===== src/prha_pkg.sv =====
// Behaviour
// - Keep the last twelve samples, two bytes each, in a 24-byte rolling buffer.
// - An 8-bit index always holds the address of the last byte written.
// - Buffer spans 0x76 to 0x8D; bytes never written read as zero.
// - Store ascending, MSB first; after the top byte wrap to the bottom.
// - On attention: supply switch if enabled, notify pulse, then PWM until wake or 2048 ms.
// - Normal mode without attention: four PWM periods, then sleep; wake low ends them early.
// - PWM near 100 Hz with 8 us high-time resolution.
// - Duty is active time over period; a polarity bit picks the active level.
// - Any ADC, self-test or firmware error forces 95 % duty.
// - Underflow code gives 10 % duty.
// - Overflow code gives 90 % duty.
// - Valid code gives duty (count + 128) / 1280.
// - Wake pin low requests access; device asserts ready when it can take transfers.
// - A polarity bit selects the active level of the ready/notify pin.
// - After ready, set the halt register; stay halted at most 2048 ms.
// - Bit 2 of the halt register reads one when ready for transfers.
// - Select low without clocks flags a fault; next frame only clears it.
// - Host clears halt last; device resumes, drops ready, then disables the port.
// - Without a host clear, the halt timeout resumes the device.
// - Wake low during event PWM stops PWM, enables the port, asserts ready.
package prha_pkg;

    localparam int CLK_MHZ         = 250;
    localparam int PWM_RES_US      = 8;
    localparam int TICK_CYC        = PWM_RES_US * CLK_MHZ;
    localparam int HALT_TMO_MS     = 2048;
    localparam int HALT_TMO_CYC    = HALT_TMO_MS * 1000 * CLK_MHZ;
    localparam int SUPPLY_WAIT_MS  = 200;
    localparam int SUPPLY_WAIT_CYC = SUPPLY_WAIT_MS * 1000 * CLK_MHZ;
    localparam int NOTIFY_US       = 1000;
    localparam int NOTIFY_CYC      = NOTIFY_US * CLK_MHZ;
    localparam int TMR_W           = 30;
    localparam int PRE_W           = 11;
    localparam logic [PRE_W-1:0] PRE_LAST = PRE_W'(TICK_CYC - 1);

    // Duty math in 8 us ticks; a 1280-tick period keeps the formula exact
    localparam int DUTY_W = 11;
    localparam logic [DUTY_W-1:0] DUTY_SCALE  = 11'h500;
    localparam logic [DUTY_W-1:0] DUTY_OFFSET = 11'h080;
    localparam logic [DUTY_W-1:0] TICK_LAST   = DUTY_SCALE - 11'h001;
    localparam logic [DUTY_W-1:0] DUTY_ERR    = DUTY_W'(1280 * 95 / 100);
    localparam logic [DUTY_W-1:0] DUTY_UNDER  = DUTY_W'(1280 * 10 / 100);
    localparam logic [DUTY_W-1:0] DUTY_OVER   = DUTY_W'(1280 * 90 / 100);

    localparam int PCODE_W = 10;
    localparam logic [PCODE_W-1:0] P_UNDER_CODE = 10'h000;
    localparam logic [PCODE_W-1:0] P_OVER_CODE  = 10'h3FF;

    localparam int BUF_BYTES = 24;
    localparam logic [7:0] BUF_BASE = 8'h76;
    localparam logic [7:0] BUF_TOP  = 8'h8D;
    localparam logic [7:0] IDX_RST  = 8'h8D;
    localparam logic [7:0] HALT_ADDR = 8'h20;
    localparam logic [7:0] IDX_ADDR  = 8'h21;
    localparam int HALT_BIT  = 0;
    localparam int READY_BIT = 2;

    localparam logic [4:0] FRAME_LAST   = 5'h0F;
    localparam logic [1:0] NORMAL_LAST  = 2'h3;
    localparam logic [2:0] SYNC_RST     = 3'h4;

    typedef struct packed {
        logic supply_en;
        logic pwm_pol;
        logic notify_pol;
        logic normal_mode;
    } prha_cfg_t;

    typedef struct packed {
        logic adc;
        logic self_test;
        logic fw_verify;
    } prha_err_t;

    typedef enum logic [2:0] {
        ST_SLEEP,
        ST_NORMAL_PWM,
        ST_SUPPLY_WAIT,
        ST_NOTIFY,
        ST_EVT_PWM,
        ST_WAKE,
        ST_HALTED,
        ST_RESUME
    } prha_state_t;

endpackage


===== src/prha_pwm.sv =====
module prha_pwm
    import prha_pkg::*;
(
    input  wire logic              i_clk,
    input  wire logic              i_rst_n,
    input  wire logic              i_run,
    input  wire logic [DUTY_W-1:0] i_duty,
    input  wire logic              i_pol,
    output logic                   o_pwm,
    output logic                   o_period_end
);

    logic [PRE_W-1:0]  pre_ff;
    logic [PRE_W-1:0]  nxt_pre;
    logic [DUTY_W-1:0] tick_ff;
    logic [DUTY_W-1:0] nxt_tick;
    logic [DUTY_W-1:0] duty_ff;
    logic [DUTY_W-1:0] nxt_duty;
    logic              pwm_ff;
    logic              nxt_pwm;
    logic              end_ff;
    logic              nxt_end;

    always_comb begin
        nxt_pre  = pre_ff;
        nxt_tick = tick_ff;
        nxt_duty = duty_ff;
        nxt_end  = 1'b0;
        if (!i_run) begin
            nxt_pre  = '0;
            nxt_tick = '0;
            nxt_duty = i_duty;
        end else if (pre_ff == PRE_LAST) begin
            nxt_pre = '0;
            if (tick_ff == TICK_LAST) begin
                nxt_tick = '0;
                nxt_end  = 1'b1;
                // Duty taken only at period start to avoid runt pulses
                nxt_duty = i_duty;
            end else begin
                nxt_tick = tick_ff + 11'h001;
            end
        end else begin
            nxt_pre = pre_ff + 11'h001;
        end
        nxt_pwm = (i_run && (tick_ff < duty_ff)) ~^ i_pol;
    end

    always_ff @(posedge i_clk) begin
        if (!i_rst_n) begin
            pre_ff  <= '0;
            tick_ff <= '0;
            duty_ff <= '0;
            pwm_ff  <= 1'b0;
            end_ff  <= 1'b0;
        end else begin
            pre_ff  <= nxt_pre;
            tick_ff <= nxt_tick;
            duty_ff <= nxt_duty;
            pwm_ff  <= nxt_pwm;
            end_ff  <= nxt_end;
        end
    end

    assign o_pwm        = pwm_ff;
    assign o_period_end = end_ff;

endmodule


===== src/prha_top.sv =====
module prha_top
    import prha_pkg::*;
#(
    parameter int HALT_CYC   = HALT_TMO_CYC,
    parameter int SUPPLY_CYC = SUPPLY_WAIT_CYC,
    parameter int PULSE_CYC  = NOTIFY_CYC
) (
    input  wire logic               I_CLK,
    input  wire logic               I_RST_N,
    input  wire prha_cfg_t          I_CFG,
    input  wire prha_err_t          I_ERR,
    input  wire logic               I_SAMPLE_VALID,
    input  wire logic [PCODE_W-1:0] I_SAMPLE_CODE,
    input  wire logic               I_PERIOD_DONE,
    input  wire logic               I_ATTN,
    input  wire logic               I_CS_N,
    input  wire logic               I_SCLK,
    input  wire logic               I_MOSI,
    output logic                    O_PWM,
    output logic                    O_NOTIFY,
    output logic                    O_SUPPLY_SWITCH_ON,
    output logic                    O_SPI_EN,
    output logic                    O_SLEEP,
    output logic                    O_HALTED,
    output logic                    O_MISO,
    output logic [7:0]              O_BUF_LAST_IDX
);

    localparam logic [TMR_W-1:0] HALT_LAST   = TMR_W'(HALT_CYC - 1);
    localparam logic [TMR_W-1:0] SUPPLY_LAST = TMR_W'(SUPPLY_CYC - 1);
    localparam logic [TMR_W-1:0] PULSE_LAST  = TMR_W'(PULSE_CYC - 1);

    // Pin synchroniser: {cs_n, sclk, mosi}
    logic [2:0] meta_ff;
    logic [2:0] sync_ff;
    logic [2:0] prev_ff;
    logic [2:0] nxt_meta;
    logic [2:0] nxt_sync;
    logic [2:0] nxt_prev;
    logic       cs_n;
    logic       mosi;
    logic       sclk_rise;
    logic       sclk_fall;
    logic       cs_fall;
    logic       cs_rise;

    always_comb begin
        nxt_meta = {I_CS_N, I_SCLK, I_MOSI};
        nxt_sync = meta_ff;
        nxt_prev = sync_ff;
    end

    always_ff @(posedge I_CLK) begin
        if (!I_RST_N) begin
            meta_ff <= SYNC_RST;
            sync_ff <= SYNC_RST;
            prev_ff <= SYNC_RST;
        end else begin
            meta_ff <= nxt_meta;
            sync_ff <= nxt_sync;
            prev_ff <= nxt_prev;
        end
    end

    assign cs_n      = sync_ff[2];
    assign mosi      = sync_ff[0];
    assign sclk_rise = sync_ff[1] & ~prev_ff[1] & ~cs_n;
    assign sclk_fall = ~sync_ff[1] & prev_ff[1] & ~cs_n;
    assign cs_fall   = ~cs_n & prev_ff[2];
    assign cs_rise   = cs_n & ~prev_ff[2];

    // Buffer state
    logic [7:0]         mem_ff [BUF_BYTES];
    logic [7:0]         nxt_mem [BUF_BYTES];
    logic [7:0]         idx_ff;
    logic [7:0]         nxt_idx;
    logic [PCODE_W-1:0] code_ff;
    logic [PCODE_W-1:0] nxt_code;

    // Control state
    prha_state_t        state_ff;
    prha_state_t        nxt_state;
    logic [TMR_W-1:0]   tmr_ff;
    logic [TMR_W-1:0]   nxt_tmr;
    logic [1:0]         per_ff;
    logic [1:0]         nxt_per;
    logic               supply_ff;
    logic               nxt_supply;
    logic               spi_en_ff;
    logic               nxt_spi_en;
    logic               halt_ff;
    logic               nxt_halt;
    logic               ready_ff;
    logic               nxt_ready;
    logic               notify_ff;
    logic               nxt_notify;
    logic               sleep_ff;
    logic               nxt_sleep;
    logic               run_ff;
    logic               nxt_run;
    logic [DUTY_W-1:0]  duty_ff;
    logic [DUTY_W-1:0]  nxt_duty;
    logic               period_end;

    // Serial port state
    logic [15:0]        rx_ff;
    logic [15:0]        nxt_rx;
    logic [4:0]         bits_ff;
    logic [4:0]         nxt_bits;
    logic               seen_ff;
    logic               nxt_seen;
    logic               fault_ff;
    logic               nxt_fault;
    logic [15:0]        tx_ff;
    logic [15:0]        nxt_tx;
    logic               miso_ff;
    logic               nxt_miso;
    logic               halt_clr;
    logic [15:0]        word;

    function automatic logic [4:0] buf_off(input logic [7:0] a);
        logic [7:0] d;
        d = a - BUF_BASE;
        return d[4:0];
    endfunction

    function automatic logic [7:0] rd_byte(input logic [7:0] a);
        logic [7:0] r;
        r = '0;
        if (a >= BUF_BASE && a <= BUF_TOP) begin
            r = mem_ff[buf_off(a)];
        end else if (a == IDX_ADDR) begin
            r = idx_ff;
        end else if (a == HALT_ADDR) begin
            r[HALT_BIT] = halt_ff;
            r[READY_BIT] = ready_ff;
        end
        return r;
    endfunction

    function automatic logic [DUTY_W-1:0] duty_sel(input prha_err_t e, input logic [PCODE_W-1:0] c);
        logic [DUTY_W-1:0] d;
        d = {1'b0, c} + DUTY_OFFSET;
        if (e.adc || e.self_test || e.fw_verify) begin
            d = DUTY_ERR;
        end else if (c == P_UNDER_CODE) begin
            d = DUTY_UNDER;
        end else if (c == P_OVER_CODE) begin
            d = DUTY_OVER;
        end
        return d;
    endfunction

    // Sample buffer
    always_comb begin
        logic [7:0] base;
        base     = '0;
        nxt_mem  = mem_ff;
        nxt_idx  = idx_ff;
        nxt_code = code_ff;
        // Samples arriving while halted are dropped, not queued
        if (I_SAMPLE_VALID && !halt_ff) begin
            base = (idx_ff == BUF_TOP) ? BUF_BASE : idx_ff + 8'h01;
            nxt_mem[buf_off(base)]         = {6'h00, I_SAMPLE_CODE[9:8]};
            nxt_mem[buf_off(base) + 5'h01] = I_SAMPLE_CODE[7:0];
            nxt_idx  = base + 8'h01;
            nxt_code = I_SAMPLE_CODE;
        end
    end

    always_ff @(posedge I_CLK) begin
        if (!I_RST_N) begin
            mem_ff  <= '{default: 8'h00};
            idx_ff  <= IDX_RST;
            code_ff <= '0;
        end else begin
            mem_ff  <= nxt_mem;
            idx_ff  <= nxt_idx;
            code_ff <= nxt_code;
        end
    end

    // Sequencer
    always_comb begin
        nxt_state  = state_ff;
        nxt_tmr    = tmr_ff + 30'h00000001;
        nxt_per    = per_ff;
        nxt_supply = supply_ff;
        nxt_spi_en = spi_en_ff;
        nxt_halt   = halt_ff;
        nxt_ready  = ready_ff;
        nxt_duty   = duty_sel(I_ERR, code_ff);
        unique case (state_ff)
            ST_SLEEP: begin
                // Wake on the falling edge, so a held select cannot re-wake
                if (cs_fall) begin
                    nxt_state = ST_WAKE;
                end else if (I_PERIOD_DONE && I_ATTN) begin
                    nxt_supply = I_CFG.supply_en;
                    nxt_state  = I_CFG.supply_en ? ST_SUPPLY_WAIT : ST_NOTIFY;
                end else if (I_PERIOD_DONE && I_CFG.normal_mode) begin
                    nxt_state = ST_NORMAL_PWM;
                    nxt_per   = '0;
                end
            end
            ST_NORMAL_PWM: begin
                if (cs_fall) begin
                    nxt_state = ST_WAKE;
                end else if (period_end) begin
                    if (per_ff == NORMAL_LAST) begin
                        nxt_state = ST_SLEEP;
                    end else begin
                        nxt_per = per_ff + 2'h1;
                    end
                end
            end
            ST_SUPPLY_WAIT: begin
                if (tmr_ff == SUPPLY_LAST) begin
                    nxt_state = ST_NOTIFY;
                end
            end
            ST_NOTIFY: begin
                if (tmr_ff == PULSE_LAST) begin
                    nxt_state = ST_EVT_PWM;
                end
            end
            ST_EVT_PWM: begin
                if (cs_fall) begin
                    nxt_state = ST_WAKE;
                end else if (tmr_ff == HALT_LAST) begin
                    nxt_state = ST_SLEEP;
                end
            end
            ST_WAKE: begin
                nxt_spi_en = 1'b1;
                nxt_ready  = 1'b1;
                nxt_state  = ST_HALTED;
            end
            ST_HALTED: begin
                nxt_halt = 1'b1;
                if (halt_clr && halt_ff) begin
                    nxt_state = ST_RESUME;
                end else if (tmr_ff == HALT_LAST) begin
                    nxt_state = ST_RESUME;
                end
                if (nxt_state == ST_RESUME) begin
                    nxt_halt  = 1'b0;
                    nxt_ready = 1'b0;
                end
            end
            ST_RESUME: begin
                nxt_spi_en = 1'b0;
                nxt_state  = ST_SLEEP;
            end
        endcase
        if (nxt_state != state_ff) begin
            nxt_tmr = '0;
        end
        if (nxt_state == ST_SLEEP) begin
            nxt_supply = 1'b0;
        end
        nxt_run    = (nxt_state == ST_NORMAL_PWM) || (nxt_state == ST_EVT_PWM);
        nxt_sleep  = (nxt_state == ST_SLEEP);
        nxt_notify = ((nxt_state == ST_NOTIFY) || nxt_ready) ~^ I_CFG.notify_pol;
    end

    always_ff @(posedge I_CLK) begin
        if (!I_RST_N) begin
            state_ff  <= ST_SLEEP;
            tmr_ff    <= '0;
            per_ff    <= '0;
            supply_ff <= 1'b0;
            spi_en_ff <= 1'b0;
            halt_ff   <= 1'b0;
            ready_ff  <= 1'b0;
            notify_ff <= 1'b0;
            sleep_ff  <= 1'b1;
            run_ff    <= 1'b0;
            duty_ff   <= '0;
        end else begin
            state_ff  <= nxt_state;
            tmr_ff    <= nxt_tmr;
            per_ff    <= nxt_per;
            supply_ff <= nxt_supply;
            spi_en_ff <= nxt_spi_en;
            halt_ff   <= nxt_halt;
            ready_ff  <= nxt_ready;
            notify_ff <= nxt_notify;
            sleep_ff  <= nxt_sleep;
            run_ff    <= nxt_run;
            duty_ff   <= nxt_duty;
        end
    end

    prha_pwm u_pwm (
        .i_clk        (I_CLK),
        .i_rst_n      (I_RST_N),
        .i_run        (run_ff),
        .i_duty       (duty_ff),
        .i_pol        (I_CFG.pwm_pol),
        .o_pwm        (O_PWM),
        .o_period_end (period_end)
    );

    // Serial port: frame is {address, data}, MSB first
    assign word = {rx_ff[14:0], mosi};

    always_comb begin
        nxt_rx    = rx_ff;
        nxt_bits  = bits_ff;
        nxt_seen  = seen_ff;
        nxt_fault = fault_ff;
        nxt_tx    = tx_ff;
        halt_clr  = 1'b0;
        if (cs_fall) begin
            nxt_bits = '0;
            nxt_seen = 1'b0;
        end
        // Trailing fall after the last bit must not shift
        if (sclk_fall && bits_ff != 5'h00) begin
            nxt_tx = {tx_ff[14:0], 1'b0};
        end
        if (sclk_rise) begin
            nxt_rx   = word;
            nxt_seen = 1'b1;
            nxt_bits = bits_ff + 5'h01;
            if (bits_ff == FRAME_LAST) begin
                nxt_bits = '0;
                nxt_tx   = '0;
                if (fault_ff) begin
                    nxt_fault = 1'b0;
                end else if (spi_en_ff) begin
                    nxt_tx = {word[15:8], rd_byte(word[15:8])};
                    if (word[15:8] == HALT_ADDR && !word[HALT_BIT]) begin
                        halt_clr = 1'b1;
                    end
                end
            end
        end
        // Disabled port answers zero, no stale word
        if (!spi_en_ff) begin
            nxt_tx = '0;
        end
        if (cs_rise && !seen_ff) begin
            nxt_fault = 1'b1;
        end
        nxt_miso = spi_en_ff & ~cs_n & nxt_tx[15];
    end

    always_ff @(posedge I_CLK) begin
        if (!I_RST_N) begin
            rx_ff    <= '0;
            bits_ff  <= '0;
            seen_ff  <= 1'b0;
            fault_ff <= 1'b0;
            tx_ff    <= '0;
            miso_ff  <= 1'b0;
        end else begin
            rx_ff    <= nxt_rx;
            bits_ff  <= nxt_bits;
            seen_ff  <= nxt_seen;
            fault_ff <= nxt_fault;
            tx_ff    <= nxt_tx;
            miso_ff  <= nxt_miso;
        end
    end

    assign O_NOTIFY           = notify_ff;
    assign O_SUPPLY_SWITCH_ON = supply_ff;
    assign O_SPI_EN           = spi_en_ff;
    assign O_SLEEP            = sleep_ff;
    assign O_HALTED           = halt_ff;
    assign O_MISO             = miso_ff;
    assign O_BUF_LAST_IDX     = idx_ff;

endmodule


===== config.mk =====
export PLATFORM = sky130hd
export DESIGN_NAME = prha_top
export DESIGN_NICKNAME = d
export VERILOG_FILES = /design/src/prha_pkg.sv /design/src/prha_pwm.sv /design/src/prha_top.sv
export SDC_FILE = /design/constraint.sdc
export NUM_CORES = 1
export LEC_CHECK = 0
export BUFFER_PORTS_ARGS = -buffer_cell sky130_fd_sc_hd__buf_4
export CAP_MARGIN = 20
export CORE_MARGIN = 10
export CORE_UTILIZATION = 45
export CTS_CLUSTER_SIZE = 20
export DETAILED_ROUTE_END_ITERATION = 8
export SYNTH_ARGS = -nofsm -noshare
export SYNTH_HDL_FRONTEND = slang
export SYNTH_SLANG_ARGS = --single-unit

===== constraint.sdc =====
create_clock -name I_CLK -period 9.9 [get_ports I_CLK]
set_clock_uncertainty 0.2 [all_clocks]
set_input_delay 1.485 -clock I_CLK [delete_from_list [all_inputs] [get_ports I_CLK]]
set_output_delay 1.485 -clock I_CLK [all_outputs]
set_load 0.005 [all_outputs]

==> results of run 1 <==
[critical path: cells and delay by family, from the launching register on]
family	cells	cell delay, ns
AND/OR/NAND/NOR	5	1.81
adder cells (fa/ha/maj)	2	1.24
flip-flops	1	0.58
buffers and inverters	1	0.44
AO/OA/AOI/OAI	2	0.29
XOR/XNOR	1	0.22
[path summary, 6_finish.rpt]
kind | startpoint | end | slack (ns)
worst min-delay path | meta_ff[2]$_SDFF_PN1_ | nxt_prev[2]$_SDFF_PN1_ | 0.23
worst max-delay path | O_BUF_LAST_IDX[0]$_SDFFE_PN1P_ | mem_ff[128]$_SDFFE_PN0P_ | 5.03
worst min register to register | meta_ff[2]$_SDFF_PN1_ | nxt_prev[2]$_SDFF_PN1_ | 0.23
worst max register to register | O_BUF_LAST_IDX[0]$_SDFFE_PN1P_ | mem_ff[128]$_SDFFE_PN0P_ | 5.03
[power by group through the flow]
| stage | combinational (mW) | clock [mW] | sequential [mW] |
|---|---|---|---|
| final | 0.515 | 1.51 | 1.48 |
| after global routing | 0.559 | 1.60 | 1.48 |
| after CTS | 0.507 | 1.54 | 1.48 |
| after detailed placement | 0.505 | 0 | 1.51 |
| after global placement | 0.498 | 0 | 1.51 |
| after floorplan | 0.411 | 0 | 1.49 |
[logic make-up after synthesis]
family | Yosys count | synth area share (%)
buffers and inverters | 164 | 4.36
muxes | 101 | 10.4
adders and majority gates | 27 | 2.03
and+or+nand+nor | 593 | 17.9
DFF | 345 | 41.5
xor gates and xnor gates | 62 | 3.35
AOI/OAI and AO/OA | 457 | 20.5
[state kept, by name, summed over array words and instances, names as in the netlist, 2 cells and up]
name,flops
O_BUF_LAST_IDX,8
bits_ff,5
code_ff,10
duty_ff,11
mem_ff,192
meta_ff,3
nxt_prev,3
per_ff,2
prev_ff,2
rx_ff,15
state_ff,3
tmr_ff,30
tx_ff,16
u_pwm.duty_ff,11
u_pwm.pre_ff,11
u_pwm.tick_ff,11
[cell type report]
cell class | count | share of cell area (%)
Multi-Input combinational cell | 1240 | 49.0
Sequential cell | 345 | 37.6
Clock buffer | 55 | 6.40
Tap cell | 468 | 3.18
Timing Repair Buffer | 52 | 2.12
Clock inverter | 16 | 1.02
Inverter | 34 | 0.700
[metal layers]
metal / up-vias / GRT usage (%) / wire [µm]
met5: - / 0 / 0
met4: 0 / 7.75 / 1410
met3: 88 / 4.37 / 3730
met2: 508 / 33.6 / 21900
met1: 6575 / 26.9 / 20200
li1: 6478 / - / -
[cells in the mapped netlist, types with 8 or more instances]
cell       count  share of area (%)
a21oi_1       98                2.9
a211oi_1      25                1.1
o21ai_0       31               0.93
inv_1         34               0.77
buf_6          9               0.61
dfxtp_1      345                 42
a31oi_1        8               0.30
and3_1        33                1.2
nand4_1       17               0.64
xor2_1        36                1.9
nand2_1      162                3.7
a311oi_1      11               0.58
o2111ai_1      8               0.42
nand2b_1      15               0.56
a22oi_1       17               0.77
a221oi_1       8               0.42
and2_1        14               0.53
nor2_1       138                3.1
nor4_1        18               0.68
mux2i_1       35                2.1
ha_1          27                2.0
o22ai_1       50                1.9
a22o_1       105                5.5
buf_2         12               0.36
a32o_1        13               0.78
o221a_2        9               0.61
mux2_2        10               0.68
or4_1          8               0.36
clkbuf_1      81                1.8
nor3_1        36                1.1
nor2_2        20               0.75
mux4_2        56                7.6
xnor2_1       25                1.3
buf_1         21               0.47
nand3_1       74                2.2
==> results.py, run 1 <==
metrics = {
    "drt": {
        "drtIter0Drc": 1271,
        "antenna_left": 0,
        "wl_per_cell_um": 21.4,
        "routed_via_density": 6.18,
        "drt_pass1_iterations": 5,
        "vias": 13600,
        "drc": 0,
        "wl_um": 47200,
    },
    "finish": {
        "final_util_pct": 50.4,
        "nFillCells": 3373,
        "final_layout_size_suffix_gt1_share_pct": 15.1,
        "final_common_cell": "dfxtp_1",
        "layout_common_cells": "dfxtp_1 (343), nand2_1 (162), nor2_1 (138)",
        "num_antenna_cells": 0,
        "area_growth_pct": 10.6,
        "nNetsFinal": 1764,
        "fin_area_um2": 18400,
        "seq_area_um2": 6910,
        "final_cells": 2210,
        "multi_input_area_um2": 9020,
    },
    "sta": {
        "finalSetupViolCount": 0,
        "rsz0062_at_grt": "false",
        "worst_slew_pin_slew_ns": 1.13,
        "fin_crit_sh_pct": 49.1,
        "post-route-min-period_ns": 4.87,
        "slew_headroom_pct": 23.8,
        "fmax_mhz": 206,
        "worst_hold_slack_ns": 0.229,
        "finalHoldViolCount": 0,
        "slew_violations": 0,
        "final.setup.tns_ns": 0,
        "setup_slack_ns": 5.03,
    },
    "floorplanning": {
        "dieArea_um2": 45100,
        "initial_utilization_pct": 45.5,
        "core_area_um2": 36500,
        "num_rows": 70,
        "io_pins": 40,
        "dieHeight_um": 212,
        "die_w_um": 212,
    },
    "worst_setup_path": {
        "cpMaxStageDelayCell": "nor3_1",
        "r2r_cells": 11,
        "crit_arrival_ns": 5.15,
        "crit_fanout": 20,
        "crit_top_cell": "nand2_1",
        "required_ns": 10.18,
        "critPathCaptureType": "register",
        "startpoint_type": "register",
        "critPathMaxStageDelay_ns": 0.95,
        "critical_path_class": "reg -> reg",
        "crit_chain": "ha_1 -> xnor2_1 -> nand2_1 -> ha_1 -> inv_1 -> nand2_1 -> nand2_1 -> nor3_1 -> a22oi_1 -> nand2_1 -> o211a_1",
    },
    "clocking": {
        "post_cts_resized": 0,
        "htreeDepth": 2,
        "clk_path_buf_depth": 3,
        "cts.reportedPaths.clkPinSlew_ns": 0.06,
        "cts_buffers": 39,
        "cts_tree": "yes",
        "cts_hold_buf": 0,
        "clk_root_buffer_cell": "clkbuf_16",
        "numClockSinks": 345,
        "cts_setup_buffers": 0,
        "clk_latency_ns": 0.54,
    },
    "power": {
        "ir_drop_mv": 0.122,
        "seqPwrFrac_pct": 42.2,
        "fin_total_pwr_mw": 3.50,
        "switchingPower_mw": 1.00,
        "internal_power_mw": 2.50,
        "combPwrFrac_pct": 14.7,
        "p_sw_share_pct": 28.7,
        "power.share.clock_pct": 43.1,
        "p_leak_nw": 6.49,
        "power-per-cell-area_nw_per_um2": 190,
    },
    "synthesis": {
        "async_flop_share_pct": 0,
        "synth_nets": 1801,
        "syn_avg_cell_area_um2": 9.51,
        "synth-main-ff-cell": "dfxtp_1",
        "synth_edf_count": 0,
        "synthCells": 1749,
        "ys_seq_area_share_pct": 41.5,
        "ys_seq_elements": 345,
        "synth_warnings": 0,
        "synth_cell_types": 88,
        "synth_area_um2": 16600,
    },
    "flow_run": {
        "cap_violations": 0,
    },
    "min_path": {
        "hold_depth": 1,
        "hp-class": "reg -> reg",
    },
    "status": {
        "outcome": "complete, no violations",
    },
    "grt": {
        "grt_pass1_wl_um": 75200,
        "grt_overflow_total": 0,
        "grt_pass1_vias": 13200,
        "grt_max_degree": 92,
        "antenna_found_initial": 0,
        "track_usage_pct": 20.8,
    },
    "placed_design": {
        "port_buffers": 39,
        "dpl.hpwl_um": 32500,
        "routabilityCongestion": 0.894,
        "dp_cells": 2139,
        "post-place-ws_ns": 5.15,
        "dpl-instance-area_um2": 17000,
    },
}
No activity file was read; power rests on OpenSTA's default activity.
==> run 2: changes to the inputs <==
clock period = 3.95 ns   (was 9.9 ns; I/O delays follow)
==> run 2 against run 1 <==
Effect of this change: hold slack lost 0.19 ns; via count up 1.6%; sequential cell count is the same; critical path type unchanged; maximum frequency is 31% higher; routed wire length is 1.4% higher; non-clock buffer count is 66 higher.
==> results.py, run 2 (same netlist as run 1, synthesis figures left out) <==
metrics = {
    "floorplanning": {
        "dieArea_um2": 45100,
        "io_pins": 40,
        "num_rows": 70,
        "dieHeight_um": 212,
        "initial_utilization_pct": 45.5,
        "core_area_um2": 36500,
        "die_w_um": 212,
    },
    "sta": {
        "setup_slack_ns": 0.248,
        "worst_slew_pin_slew_ns": 0.978,
        "worst_hold_slack_ns": 0.0403,
        "post-route-min-period_ns": 3.70,
        "slew_violations": 0,
        "finalSetupViolCount": 0,
        "finalHoldViolCount": 0,
        "slew_headroom_pct": 34.8,
        "fmax_mhz": 270,
        "rsz0062_at_grt": "false",
        "final.setup.tns_ns": 0,
        "fin_crit_sh_pct": 93.7,
    },
    "drt": {
        "vias": 13900,
        "drt_pass1_iterations": 5,
        "drtIter0Drc": 1126,
        "drc": 0,
        "wl_per_cell_um": 21.0,
        "wl_um": 47900,
        "routed_via_density": 6.09,
        "antenna_left": 0,
    },
    "grt": {
        "track_usage_pct": 21.3,
        "grt_max_degree": 51,
        "grt_pass1_vias": 13500,
        "grt_overflow_total": 0,
        "grt_pass1_wl_um": 76600,
        "antenna_found_initial": 1,
    },
    "clocking": {
        "cts.reportedPaths.clkPinSlew_ns": 0.06,
        "clk_path_buf_depth": 3,
        "numClockSinks": 345,
        "clk_root_buffer_cell": "clkbuf_16",
        "cts_tree": "yes",
        "cts_setup_buffers": 0,
        "htreeDepth": 2,
        "cts_buffers": 40,
        "clk_latency_ns": 0.57,
    },
    "worst_setup_path": {
        "startpoint_type": "register",
        "required_ns": 4.25,
        "critPathCaptureType": "register",
        "crit_arrival_ns": 4.00,
        "critical_path_class": "reg -> reg",
        "crit_fanout": 28,
    },
    "finish": {
        "multi_input_area_um2": 9040,
        "top_register": "mem_ff",
        "area_growth_pct": 13.9,
        "layout_common_cells": "dfxtp_1 (342), nand2_1 (162), nor2_1 (137)",
        "final_layout_size_suffix_gt1_share_pct": 18.2,
        "nFillCells": 3382,
        "largest_register_ffs": 192,
        "top_regs": "mem_ff (192), tmr_ff (30), tx_ff (16)",
        "final_common_cell": "dfxtp_1",
        "num_antenna_cells": 0,
        "seq_area_um2": 6910,
        "nNetsFinal": 1831,
    },
    "placed_design": {
        "routabilityCongestion": 0.922,
        "post-place-ws_ns": 0.234,
        "dpl.hpwl_um": 34000,
        "port_buffers": 39,
    },
    "flow_run": {
        "cap_violations": 0,
    },
    "power": {
        "ir_drop_mv": 0.376,
        "p_leak_nw": 6.81,
        "power-per-cell-area_nw_per_um2": 477,
    },
    "status": {
        "outcome": "complete, no violations",
    },
    "min_path": {
        "hp-class": "in -> reg",
    },
}
==> run 2: changes by cell type in the layout (fill, tap and decap cells not counted), moves of 2 or more <==
| cell | before | now |
|---|---|---|
| buf_4 | 52 | 116 |
| clkbuf_8 | 12 | 4 |
| clkbuf_1 | 3 | 7 |
| clkinvlp_4 | 1 | 5 |
| clkinv_2 | 7 | 4 |
| a21oi_1 | 98 | 96 |
| a21oi_2 | 3 | 5 |
| bufinv_16 | 3 | 5 |
| clkbuf_16 | 40 | 42 |
==> run 2: power by group <==
group          total [mW]  internal, mW  leakage, nW  switching, mW
combinational        1.48         0.509         3.36          0.972
sequential           3.68          3.60         2.79         0.0880
clock                3.87          2.35        0.657           1.51
total                9.03          6.46         6.81           2.57
==> run 2: worst paths after layout <==
kind | from | slack (ns) | cells after the start | end
worst max-delay path | O_BUF_LAST_IDX[1]$_SDFFE_PN0P_ | 0.25 | 11 | mem_ff[63]$_SDFFE_PN0P_
worst min-delay path | I_SCLK | 0.04 | 2 | meta_ff[1]$_SDFF_PN0_
worst max register to register | O_BUF_LAST_IDX[1]$_SDFFE_PN0P_ | 0.25 | 11 | mem_ff[63]$_SDFFE_PN0P_
worst min register to register | meta_ff[2]$_SDFF_PN1_ | 0.23 | 1 | nxt_prev[2]$_SDFF_PN1_
==> run 2: area by class of cell <==
cell class | count | area share (%)
flip-flops and latches | 345 | 36.5
clock buffers | 53 | 5.98
multi-input cells | 1240 | 47.7
clock inverters | 17 | 1.29
repair buffers | 118 | 4.75
inverters | 34 | 0.680
well taps | 468 | 3.09
==> run 2: critical path: stages (launching register included) <==
cell and delay, ns:
dfxtp_2 0.39, inv_1 0.11, ha_1 0.24, buf_4 0.26
and4_1 0.29, o21ai_0 0.60, nand2_1 0.20, a21oi_1 0.28
o32ai_2 0.10, buf_4 0.21, a221oi_2 0.53, a22o_1 0.23
==> run 2: metrics by stage <==
step / std cells / total power [mW] / instance area [µm²] / util [%]
finish: 2275 / 9.03 / 18900 / 51.9
global route: 2275 / 9.39 / 18900 / 51.9
CTS: 2275 / 9.07 / 18900 / 51.8
detailed placement: 2204 / 5.20 / 17500 / 48.0
global placement: 2204 / 5.19 / 17500 / 48.0
floorplan: 1749 / 4.75 / 16600 / -
==> run 2: what timing repair did <==
action | CTS | global route
gates resized for setup | 0 | 5
hold buffers | 1 | 0
hold endpoints to repair | 1 | 0
endpoints found under the setup margin | 0 | 24
==> run 2: routing by layer <==
metal	routed length (µm)	vias up	share of wire [%]	global-route usage (%)
li1	-	6602	-	-
met1	21200	6708	44	28.0
met2	21700	453	45	33.8
met3	3300	101	6.9	3.89
met4	1690	0	3.5	8.74
met5	0	-	0	0.573
==> run 3: changes to the inputs <==
PLACE_DENSITY = 0.7   (was unset)
==> run 3 against run 2 <==
Effect of this change: final cell count unchanged; register-to-register slack worse by 0.04 ns; clock power is 6.7% lower; sequential share of layout area is 0.087 points higher; die area unchanged; via count grew 3.5%; global-route usage fell by 0.28 points; highest routed layer unchanged.
==> results.py, run 3 (same netlist as run 1, synthesis figures left out) <==
metrics = {
    "grt": {
        "antenna_found_initial": 2,
        "track_usage_pct": 21.0,
        "grt_pass1_vias": 13900,
        "grt_pass1_wl_um": 76200,
        "grt_overflow_total": 0,
        "grt_max_degree": 61,
    },
    "clocking": {
        "numClockSinks": 345,
        "clk_path_buf_depth": 3,
        "cts.reportedPaths.clkPinSlew_ns": 0.06,
        "post_cts_resized": 0,
        "cts_hold_buf": 0,
        "cts_buffers": 37,
        "clk_latency_ns": 0.54,
        "cts_tree": "yes",
        "clk_root_buffer_cell": "clkbuf_16",
        "htreeDepth": 2,
        "cts_setup_buffers": 0,
    },
    "drt": {
        "drt_pass1_iterations": 8,
        "drtIter0Drc": 1660,
        "routed_via_density": 6.31,
        "antenna_left": 0,
        "wl_um": 48000,
        "drc": 0,
        "wl_per_cell_um": 21.1,
        "vias": 14400,
    },
    "floorplanning": {
        "core_area_um2": 36500,
        "dieArea_um2": 45100,
        "die_w_um": 212,
        "num_rows": 70,
        "io_pins": 40,
        "dieHeight_um": 212,
        "initial_utilization_pct": 45.5,
    },
    "sta": {
        "slew_headroom_pct": 29.7,
        "finalHoldViolCount": 0,
        "rsz0062_at_grt": "false",
        "fmax_mhz": 267,
        "fin_crit_sh_pct": 94.7,
        "finalSetupViolCount": 0,
        "slew_violations": 0,
        "post-route-min-period_ns": 3.74,
        "worst_slew_pin_slew_ns": 1.05,
        "final.setup.tns_ns": 0,
    },
    "placed_design": {
        "dpl.hpwl_um": 33500,
        "routabilityCongestion": 0.987,
        "port_buffers": 39,
    },
    "finish": {
        "layout_common_cells": "dfxtp_1 (342), nand2_1 (162), nor2_1 (135)",
        "num_antenna_cells": 0,
        "seq_area_um2": 6910,
        "largest_register_ffs": 192,
        "top_register": "mem_ff",
        "multi_input_area_um2": 9060,
        "final_layout_size_suffix_gt1_share_pct": 18.5,
        "top_regs": "mem_ff (192), tmr_ff (30), tx_ff (16)",
        "nNetsFinal": 1832,
        "area_growth_pct": 13.7,
        "nFillCells": 3286,
        "final_common_cell": "dfxtp_1",
    },
    "worst_setup_path": {
        "critical_path_class": "reg -> reg",
        "critPathCaptureType": "register",
        "crit_arrival_ns": 4.03,
        "crit_fanout": 11,
        "required_ns": 4.23,
        "startpoint_type": "register",
    },
    "flow_run": {
        "cap_violations": 0,
    },
    "power": {
        "fin_total_pwr_mw": 8.77,
        "power-per-cell-area_nw_per_um2": 464,
        "ir_drop_mv": 0.340,
        "p_leak_nw": 6.79,
    },
    "min_path": {
        "hp-class": "in -> reg",
    },
    "status": {
        "outcome": "complete, no violations",
    },
}
[run 3: path summary, 6_finish.rpt]
path,depth (start not counted),slack [ns],from,to
worst max-delay path,11,0.21,O_BUF_LAST_IDX[0]$_SDFFE_PN1P_,mem_ff[135]$_SDFFE_PN0P_
worst min-delay path,2,0.04,I_CS_N,meta_ff[2]$_SDFF_PN1_
worst max register to register,11,0.21,O_BUF_LAST_IDX[0]$_SDFFE_PN1P_,mem_ff[135]$_SDFFE_PN0P_
worst min register to register,1,0.23,meta_ff[2]$_SDFF_PN1_,nxt_prev[2]$_SDFF_PN1_
[run 3: metal layers]
metal  part of all wire (%)  vias up  track usage [%]
met1                     42     6953             28.0
met4                    3.2        0             7.41
li1                       -     6597                -
met3                    8.8      136             3.31
met2                     46      670             33.9
met5                      0        -                0
[run 3: power by group]
| part | switching [mW] | internal [mW] |
|---|---|---|
| registers | 0.0859 | 3.60 |
| logic | 0.978 | 0.504 |
| clock network | 1.45 | 2.15 |
[run 3: worst max-delay path, cell delays in order, from the launching register on]
cell     delay (ns)
dfxtp_1        0.39
ha_1           0.26
buf_4          0.17
and3b_1        0.16
o221a_2        0.29
o41ai_2        0.59
a31o_2         0.39
buf_4          0.26
nor2_1         0.07
o211a_1        0.24
nor2_1         0.44
a22o_1         0.22
[run 3: through the flow]
stage | area [µm²] | utilization [%] | hold WS, ns | worst slack [ns] | instances
2_1_floorplan | 16600 | - | 0.186 | 0.0193 | 1749
3_3_place_gp | 17600 | 48.2 | 0.205 | 0.171 | 2209
3_5_place_dp | 17600 | 48.2 | 0.206 | 0.115 | 2209
4_1_cts | 18900 | 51.6 | 0.0139 | 0.0835 | 2275
5_1_grt | 18900 | 51.8 | 0.0288 | 0.0162 | 2275
6_report | 18900 | 51.8 | 0.0356 | 0.207 | 2275
[run 3: area by class of cell]
cell class	count	area share [%]
well taps	468	3.10
clock buffers	49	5.57
repair buffers	122	4.98
inverters	34	0.675
flip-flops and latches	345	36.6
clock inverters	17	1.16
multi-input cells	1240	48.0
